[src/common/rcd_pkg.sv]
// rcd_pkg: constants shared by the reset configuration word decoder.
// assumes word bit n of the documented numbering sits at vector bit 31-n.
package rcd_pkg;

  // *********************************************************************
  // configuration word field positions (vector bit = 31 - word bit)
  // *********************************************************************
  localparam int unsigned POS_ETHERNET_LOCATION = 12;
  localparam int unsigned POS_TRANSFER_TYPE_CFG = 11;
  localparam int unsigned POS_CHIP_SEL_FIVE_CFG = 10;
  localparam int unsigned POS_TRANSFER_CODE_HI  = 9;
  localparam int unsigned POS_TRANSFER_CODE_LO  = 8;
  localparam int unsigned POS_LITTLE_ENDIAN     = 7;
  localparam int unsigned POS_MUNGED_ENDIAN     = 6;
  localparam int unsigned POS_RESERVED_ZERO_A   = 5;
  localparam int unsigned POS_RESERVED_ONE      = 4;
  localparam int unsigned POS_CLOCK_MODE_HI     = 3;
  localparam int unsigned POS_CLOCK_MODE_LO     = 1;
  localparam int unsigned POS_RESERVED_ZERO_B   = 0;

  // *********************************************************************
  // system interface configuration register layout
  // *********************************************************************
  localparam int unsigned POS_CLOCK_OUT_DISABLE = 16;

  // *********************************************************************
  // reset values and encodings
  // *********************************************************************
  localparam logic [31:0] DEFAULT_CONFIG_WORD = 32'h0000_0000;
  localparam logic [1:0]  TCODE_TRANSFER_CODE = 2'h0;
  localparam logic [1:0]  TCODE_BANK_SELECT   = 2'h2;
  localparam logic [1:0]  SRC_DEFAULT_WORD    = 2'h1;

  // *********************************************************************
  // timing: word must arrive within this many reference clock cycles
  // *********************************************************************
  localparam int unsigned WORD_TIMEOUT_REF_CYCLES = 1024;
  localparam int unsigned REF_CLOCK_KHZ           = 10000;
  localparam int unsigned SYS_CLOCK_KHZ           = 10000;
  localparam int unsigned WORD_TIMEOUT_CYCLES     =
    (WORD_TIMEOUT_REF_CYCLES * SYS_CLOCK_KHZ) / REF_CLOCK_KHZ;

  typedef enum logic [1:0] {
    ST_SAMPLE,
    ST_WAIT_WORD,
    ST_HOLD,
    ST_RUN
  } rcd_state_t;

endpackage

[src/rcd_sync.sv]
// rcd_sync: two-flop synchroniser for a group of level inputs.
// assumes each bit is a quasi-static level from outside the clock domain.
`timescale 1ns/1ps
module rcd_sync #(
  parameter int unsigned WIDTH = 1
) (
  input  wire logic             clk_sys_in,
  input  wire logic             reset_n_in,
  input  wire logic [WIDTH-1:0] async_in,
  output logic      [WIDTH-1:0] sync_out
);

  logic [WIDTH-1:0] stage_one_reg;
  logic [WIDTH-1:0] stage_two_reg;

  always_ff @(posedge clk_sys_in or negedge reset_n_in) begin
    if (!reset_n_in) begin
      stage_one_reg <= '0;
      stage_two_reg <= '0;
    end else begin
      stage_one_reg <= async_in;
      stage_two_reg <= stage_one_reg;
    end
  end

  assign sync_out = stage_two_reg;

endmodule

[src/rcd_decode.sv]
// rcd_decode: captures the hard reset configuration word and decodes its
// upper fields into pin-function selects, endian mode and clock mode.
// assumes straps, hard reset and word strobe come from pins (synchronised
// here) and that the source holds the word steady while its strobe is high.
//
// Functional notes
// - ethernet location bit picks host bus (if width strap low) or gpio
// - transfer type bit picks type lines or selects
// - chip select five bit picks select or buffer
// - transfer code field picks code or bank lines
// - endian bit picks big or little endian host
// - munged bit matters only in little endian
// - word supplies high clock mode bits
// - clock output disable masks bus clock
// - no word within 1024 cycles gives default
// - default straps take all-zero word
`timescale 1ns/1ps
module rcd_decode #(
  parameter int unsigned TIMEOUT_CYCLES = rcd_pkg::WORD_TIMEOUT_CYCLES
) (
  input  wire logic        clk_sys_in,
  input  wire logic        reset_n_in,
  input  wire logic        hard_reset_n_in,
  input  wire logic        host_port_width_strap_in,
  input  wire logic [1:0]  config_source_strap_in,
  input  wire logic [1:0]  clock_mode_strap_in,
  input  wire logic        config_word_valid_in,
  input  wire logic [31:0] config_word_in,
  input  wire logic        sys_cfg_wr_in,
  input  wire logic [31:0] sys_cfg_wdata_in,
  output logic      [31:0] sys_cfg_rdata_out,
  output logic      [31:0] hard_reset_config_word_out,
  output logic             config_ready_out,
  output logic             config_timeout_out,
  output logic             reserved_bits_bad_out,
  output logic             ethernet_on_host_bus_out,
  output logic             ethernet_on_gpio_out,
  output logic             transfer_type_lines_en_out,
  output logic             chip_select_5to7_en_out,
  output logic             chip_select_five_line_en_out,
  output logic             buffer_control_line_one_en_out,
  output logic             transfer_code_lines_en_out,
  output logic             bank_select_lines_en_out,
  output logic             little_endian_host_out,
  output logic             munged_endian_select_out,
  output logic      [4:0]  clock_mode_bits_out,
  output logic             bus_clk_out
);

  // *********************************************************************
  // synchronised pin inputs
  // *********************************************************************
  logic [6:0] pins_sync;
  logic       hreset_active;
  logic       width_strap_s;
  logic [1:0] source_strap_s;
  logic [1:0] mode_strap_s;
  logic       word_valid_s;

  rcd_sync #(
    .WIDTH (7)
  ) u_pin_sync (
    .clk_sys_in (clk_sys_in),
    .reset_n_in (reset_n_in),
    .async_in   ({~hard_reset_n_in, host_port_width_strap_in, config_source_strap_in,
                  clock_mode_strap_in, config_word_valid_in}),
    .sync_out   (pins_sync)
  );

  assign hreset_active  = pins_sync[6];
  assign width_strap_s  = pins_sync[5];
  assign source_strap_s = pins_sync[4:3];
  assign mode_strap_s   = pins_sync[2:1];
  assign word_valid_s   = pins_sync[0];

  // *********************************************************************
  // state
  // *********************************************************************
  typedef struct packed {
    rcd_pkg::rcd_state_t st;
    logic [12:0]         cnt;
    logic                valid_prev;
    logic [31:0]         word;
    logic                width_strap;
    logic [1:0]          mode_lo;
    logic                timeout;
    logic                transfer_type_pin_cfg;
    logic                chip_select_five_pin_cfg;
    logic [1:0]          transfer_code_pin_cfg;
    logic                clock_output_disable;
    logic                clk_div;
    logic                ready;
  } rcd_regs_t;

  rcd_regs_t state_reg;
  rcd_regs_t state_next;

  always_comb begin
    state_next            = state_reg;
    state_next.valid_prev = word_valid_s;
    if (hreset_active) begin
      state_next.st    = rcd_pkg::ST_SAMPLE;
      state_next.ready = 1'b0;
      state_next.cnt   = '0;
    end else begin
      unique case (state_reg.st)
        rcd_pkg::ST_SAMPLE: begin
          // no word yet, wait for reset
          state_next.st = rcd_pkg::ST_SAMPLE;
        end
        rcd_pkg::ST_WAIT_WORD: begin
          state_next.word    = rcd_pkg::DEFAULT_CONFIG_WORD;
          state_next.timeout = 1'b1;
          state_next.st      = rcd_pkg::ST_HOLD;
        end
        rcd_pkg::ST_HOLD: begin
          // hand decoded fields over at release
          state_next.transfer_type_pin_cfg  = state_reg.word[rcd_pkg::POS_TRANSFER_TYPE_CFG];
          state_next.chip_select_five_pin_cfg = state_reg.word[rcd_pkg::POS_CHIP_SEL_FIVE_CFG];
          state_next.transfer_code_pin_cfg  = state_reg.word[rcd_pkg::POS_TRANSFER_CODE_HI:rcd_pkg::POS_TRANSFER_CODE_LO];
          state_next.clock_output_disable = 1'b0;
          state_next.ready = 1'b1;
          state_next.st    = rcd_pkg::ST_RUN;
        end
        rcd_pkg::ST_RUN: begin
          if (sys_cfg_wr_in) begin
            state_next.transfer_type_pin_cfg  = sys_cfg_wdata_in[rcd_pkg::POS_TRANSFER_TYPE_CFG];
            state_next.chip_select_five_pin_cfg = sys_cfg_wdata_in[rcd_pkg::POS_CHIP_SEL_FIVE_CFG];
            state_next.transfer_code_pin_cfg  = sys_cfg_wdata_in[rcd_pkg::POS_TRANSFER_CODE_HI:rcd_pkg::POS_TRANSFER_CODE_LO];
            state_next.clock_output_disable = sys_cfg_wdata_in[rcd_pkg::POS_CLOCK_OUT_DISABLE];
          end
        end
      endcase
    end
    if (hreset_active) begin
      unique case (state_reg.st)
        rcd_pkg::ST_SAMPLE: begin
          state_next.width_strap = width_strap_s;
          state_next.mode_lo     = mode_strap_s;
          state_next.timeout     = 1'b0;
          if (source_strap_s == rcd_pkg::SRC_DEFAULT_WORD) begin
            state_next.word = rcd_pkg::DEFAULT_CONFIG_WORD;
            state_next.st   = rcd_pkg::ST_HOLD;
          end else begin
            state_next.st = rcd_pkg::ST_WAIT_WORD;
          end
        end
        rcd_pkg::ST_WAIT_WORD: begin
          state_next.cnt = state_reg.cnt + 13'h0001;
          if (word_valid_s && !state_reg.valid_prev) begin
            state_next.word = config_word_in;
            state_next.st   = rcd_pkg::ST_HOLD;
          end else if (state_reg.cnt == 13'(TIMEOUT_CYCLES - 1)) begin
            state_next.word    = rcd_pkg::DEFAULT_CONFIG_WORD;
            state_next.timeout = 1'b1;
            state_next.st      = rcd_pkg::ST_HOLD;
          end else begin
            state_next.st = rcd_pkg::ST_WAIT_WORD;
          end
        end
        rcd_pkg::ST_HOLD: begin
          state_next.st = rcd_pkg::ST_HOLD;
        end
        rcd_pkg::ST_RUN: begin
          state_next.st = rcd_pkg::ST_SAMPLE;
        end
      endcase
    end
    // masked clock holds low from the write on
    state_next.clk_div = state_next.clock_output_disable ? 1'b0 : ~state_reg.clk_div;
  end

  always_ff @(posedge clk_sys_in or negedge reset_n_in) begin
    if (!reset_n_in) begin
      state_reg <= '{st: rcd_pkg::ST_SAMPLE, cnt: 13'h0000, valid_prev: 1'b0,
                     word: rcd_pkg::DEFAULT_CONFIG_WORD, width_strap: 1'b0,
                     mode_lo: 2'h0, timeout: 1'b0, transfer_type_pin_cfg: 1'b0, chip_select_five_pin_cfg: 1'b0,
                     transfer_code_pin_cfg: 2'h0, clock_output_disable: 1'b0, clk_div: 1'b0, ready: 1'b0};
    end else begin
      state_reg <= state_next;
    end
  end

  // *********************************************************************
  // decoded outputs
  // *********************************************************************
  logic ethernet_location_select;
  logic little_endian_host;

  assign ethernet_location_select = state_reg.word[rcd_pkg::POS_ETHERNET_LOCATION];
  assign little_endian_host = state_reg.word[rcd_pkg::POS_LITTLE_ENDIAN];

  assign hard_reset_config_word_out = state_reg.word;
  assign config_ready_out           = state_reg.ready;
  assign config_timeout_out         = state_reg.timeout;

  // flag reserved zero bits driven high
  // flag reserved one bit driven low
  assign reserved_bits_bad_out = state_reg.ready &
                                 (state_reg.word[rcd_pkg::POS_RESERVED_ZERO_A] |
                                  state_reg.word[rcd_pkg::POS_RESERVED_ZERO_B] |
                                  ~state_reg.word[rcd_pkg::POS_RESERVED_ONE]);

  assign ethernet_on_host_bus_out = ethernet_location_select & ~state_reg.width_strap;
  assign ethernet_on_gpio_out     = ~ethernet_location_select;

  assign transfer_type_lines_en_out = ~state_reg.transfer_type_pin_cfg;
  assign chip_select_5to7_en_out    = state_reg.transfer_type_pin_cfg;

  assign chip_select_five_line_en_out   = ~state_reg.chip_select_five_pin_cfg;
  assign buffer_control_line_one_en_out = state_reg.chip_select_five_pin_cfg;

  assign transfer_code_lines_en_out = (state_reg.transfer_code_pin_cfg == rcd_pkg::TCODE_TRANSFER_CODE);
  assign bank_select_lines_en_out   = (state_reg.transfer_code_pin_cfg == rcd_pkg::TCODE_BANK_SELECT);

  assign little_endian_host_out = little_endian_host;

  assign munged_endian_select_out = little_endian_host & state_reg.word[rcd_pkg::POS_MUNGED_ENDIAN];

  // high word bits above strap bits
  assign clock_mode_bits_out = {state_reg.word[rcd_pkg::POS_CLOCK_MODE_HI:rcd_pkg::POS_CLOCK_MODE_LO],
                                state_reg.mode_lo};

  // bus clock masked by disable bit
  assign bus_clk_out = state_reg.clk_div;

  always_comb begin
    sys_cfg_rdata_out                                    = 32'h0000_0000;
    sys_cfg_rdata_out[rcd_pkg::POS_TRANSFER_TYPE_CFG]    = state_reg.transfer_type_pin_cfg;
    sys_cfg_rdata_out[rcd_pkg::POS_CHIP_SEL_FIVE_CFG]    = state_reg.chip_select_five_pin_cfg;
    sys_cfg_rdata_out[rcd_pkg::POS_TRANSFER_CODE_HI]     = state_reg.transfer_code_pin_cfg[1];
    sys_cfg_rdata_out[rcd_pkg::POS_TRANSFER_CODE_LO]     = state_reg.transfer_code_pin_cfg[0];
    sys_cfg_rdata_out[rcd_pkg::POS_CLOCK_OUT_DISABLE]    = state_reg.clock_output_disable;
  end

endmodule

[config.mk]
export PLATFORM = sky130hd
export DESIGN_NAME = rcd_decode
export DESIGN_NICKNAME = d
export VERILOG_FILES = /design/src/common/rcd_pkg.sv /design/src/rcd_sync.sv /design/src/rcd_decode.sv
export SDC_FILE = /design/constraint.sdc
export NUM_CORES = 1
export LEC_CHECK = 0
export ABC_AREA = 1
export CELL_PAD_IN_SITES_DETAIL_PLACEMENT = 0
export CELL_PAD_IN_SITES_GLOBAL_PLACEMENT = 1
export CORE_MARGIN = 2
export CORE_UTILIZATION = 45
export DETAILED_ROUTE_END_ITERATION = 12
export DONT_BUFFER_PORTS = 1
export PLACE_DENSITY = 0.86
export SLEW_MARGIN = 5
export SYNTH_ARGS = -nofsm -noshare
export SYNTH_HDL_FRONTEND = slang
export SYNTH_SLANG_ARGS = --single-unit
[constraint.sdc]
create_clock -name clk_sys_in -period 2.5 [get_ports clk_sys_in]
set_input_delay 0.25 -clock clk_sys_in [delete_from_list [all_inputs] [get_ports clk_sys_in]]
set_output_delay 0.25 -clock clk_sys_in [all_outputs]
set_load 0.03 [all_outputs]
==> flow_summary_export.csv <==
group,metric,value,unit
yosys,post_synth_inst_count,409,
global_route,antenna_found_initial,0,
yosys,synth-simple-area-share,25.7,%
cts,clk_path_buf_depth,2,
power,leakagePower,1.87,nW
cts,path_clk_slew,80,ps
yosys,yosysWarnings,0,
yosys,synth_edf_count,0,
yosys,synth_mux_area_share,0.900,%
route,firstDrtPassIters,4,
yosys,yosys-top-cells-area,"dfrtp_1 (49%), buf_4 (14%), nand2_1 (10%), nand3_2 (8.8%), inv_1 (2.7%)",
yosys,yosysTopAreaCellShare,48.7,%
yosys,yosys.cell_types.count,25,
setup_path,crit_fanout,20,
global_route,grt_max_degree,74,
timing,rsz0062_at_grt,"false",
timing,setup_violations,0,
timing,fin_crit_sh,80.5,%
layout,n_antenna_cell,0,
setup_path,cp_slowest_cell,"dfrtp_1",
setup_path,crit_chain,"inv_1 > ha_1 > inv_1 > nor2_1 > inv_1 > buf_12 > nand3_1 > nand2_1",
setup_path,crit_arrival,2240,ps
yosys,ys_async_sr_fraction,100,%
placement,dpl.hpwl,4.62,mm
yosys,synth_compound_area_share,3.97,%
power,power.density,1110,nW/µm²
cts,cts_buffers,9,
timing,period_needed,2010,ps
run,drv_cap,0,
route,vias,2259,
cts,cts-root-buf,"clkbuf_8",
floorplanning,ios,157,
layout,nets,456,
yosys,synth.avg_cell_area,9.18,µm²
route,ant_nets,0,
route,drt-total-wl,6.53,mm
floorplanning,dieArea,9090,µm²
status,status,"finished clean",
global_route,grt_usage,15.0,%
cts,cts.repair.resized,0,
floorplanning,core_area,8130,µm²
yosys,ys_ff_latch,73,
yosys,synth_top_area_cell,"dfrtp_1",
cts,htree_levels,3,
cts,clock_latency,340,ps
setup_path,cp.required,2720,ps
setup_path,cp-start-kind,"flip-flop",
layout,syn2layout_area_growth,-0.867,%
timing,tns,0,ps
hold_path,hold_path.class,"primary input to flip-flop",
floorplanning,rows,33,
power,irDropWorstVdd,0.403,mV
timing,timing.final.ws_setup,487,ps
setup_path,cp_common_cell,"inv_1",
floorplanning,start_util,46.1,%
route,drtIter0Drc,118,
yosys,synthFlopType,"dfrtp_1",
setup_path,timing_worst_setup_path_type,"flip-flop to flip-flop",
floorplanning,die_h,95.3,µm
timing,fmax,0.497,GHz
timing,report.final.slew_viol_count,0,
yosys,synth-seq-area-share,48.7,%
global_route,gr-total-overflow,0,
setup_path,crit_path_end_kind,"flip-flop",
placement,pre_cts_slack,503,ps
route,viasPerCell,4.64,
cts,clkSinkCount,73,
yosys,synth_top_family_by_area,"simple AND/OR/NAND/NOR gates",
global_route,grt_pass1_wl,10.3,mm
yosys,synth-xor-area-share,0,%
route,wl_per_cell,13.4,µm
global_route,first_global_vias,2209,
timing,hold_violations,0,
placement,place.gp.congestion,0.778,
cts,cts_tree,"done",
route,drcViolationCount,0,
timing,slew_headroom,55.1,%
yosys,synth_area,3750,µm²
layout,post_route_cells_drive_above_1_share,17.0,%
floorplanning,die_w,95.3,µm
timing,fin_worst_skew,9.28,ps
yosys,yosys.area_share.adder,1.67,%
placement,portBuffers,0,
setup_path,max_stage_delay,410,ps
timing,worst_slew_pin_slew,672,ps
==> layout by cell type (no fill, tap or decap), drive strengths merged <==
cell         count
o22ai            1
a31oi            6
nand3           43
conb            27
nor2            31
a21oi           10
clkinv           3
nand4            3
inv             32
clkbuf          12
nor3             4
bufinv           1
ha               5
mux2             3
dlygate4sd3      8
nand2          106
buf              3
dfrtp           73
o21ai           11
==> metrics by stage <==
step / hold WS [ps] / area, µm² / std cells / utilization, % / total power (W)
final: 25.2 / 3720 / 487 / 45.7 / 0.00414
after global routing: 8.70 / 3720 / 487 / 45.7 / 0.00440
after CTS: 2.42 / 3720 / 487 / 45.7 / 0.00419
after detailed placement: -43.6 / 3420 / 462 / 42.0 / 0.00322
after global placement: -43.5 / 3420 / 462 / 42.0 / 0.00317
after floorplan: -45.6 / 3850 / 435 / - / 0.00337
==> Yosys cell counts, types with 5 or more instances <==
library cell / instances
buf_4: 70
nand3_2: 33
ha_1: 5
dfrtp_1: 73
nand2_1: 104
nor2_1: 27
buf_2: 7
o21ai_0: 5
o21ai_1: 6
nand3_1: 10
a31oi_1: 6
inv_1: 27
inv_2: 5
a21oi_1: 10
==> final cells by class <==
type / instances / area [µm²]
fill: 808 / 4410
clock inverter: 4 / 52.6
tap: 105 / 131
inverter: 32 / 120
multi-input combinational: 250 / 1310
clock buffer: 12 / 145
sequential: 73 / 1830
timing repair buffer: 11 / 135
==> path summary, 6_finish.rpt <==
check / startpoint / to / slack, ps / depth (start not counted)
setup / recovery: state_reg[58]$_DFFE_PN0P_ / hard_reset_config_word_out[31]$_DFF_PN0_ / 490 / 8
hold / removal: config_word_in[6] / hard_reset_config_word_out[6]$_DFF_PN0_ / 30 / 2
setup reg to reg: state_reg[58]$_DFFE_PN0P_ / hard_reset_config_word_out[31]$_DFF_PN0_ / 490 / 8
hold reg to reg: u_pin_sync.stage_one_reg[3]$_DFF_PN0_ / u_pin_sync.sync_out[3]$_DFF_PN0_ / 350 / 0
max in group asynchronous: reset_n_in / async pin / 1750 / 2
min in group asynchronous: reset_n_in / u_pin_sync.sync_out[3]$_DFF_PN0_ / 440 / 2
==> where the power goes <==
group / internal [W] / total [W] / switching, W / leakage [nW]
clock network: 0.000492 / 0.000927 / 0.000435 / 0.101
registers: 0.00144 / 0.00221 / 0.000768 / 0.952
logic: 0.000311 / 0.00101 / 0.000696 / 0.823
total: 0.00224 / 0.00414 / 0.00190 / 1.87
==> cells by family (layout without fill, tap and decap cells) <==
| family | Yosys count | count (layout) |
|---|---|---|
| buffers and inverters | 112 | 59 |
| and+or+nand+nor | 187 | 187 |
| adders and majority gates | 5 | 5 |
| muxes | 3 | 3 |
| DFF | 73 | 73 |
| other | 1 | 27 |
| AOI/OAI and AO/OA | 28 | 28 |
==> what timing repair did <==
action / CTS / global route
buffers inserted: 0 / 0
hold buffers: 9 / 0
setup endpoints to repair: 0 / 0
endpoints found under the hold margin: 80 / 0
==> routing by layer <==
metal	part of all wire [%]	up-vias	wire (µm)	global-route usage (%)
li1	-	1130	-	-
met1	44	1049	2860	18.2
met2	48	74	3130	24.4
met3	6.7	6	438	4.66
met4	1.5	0	95	7.25
met5	0	-	0	0
==> worst max-delay path: cells and delay by family, from the launching register on <==
family / cells / cell delay, ps
buffers and inverters: 4 / 830
DFF: 1 / 410
adders and majority gates: 1 / 350
and+or+nand+nor: 3 / 300
No activity file was read; power rests on OpenSTA's default activity.
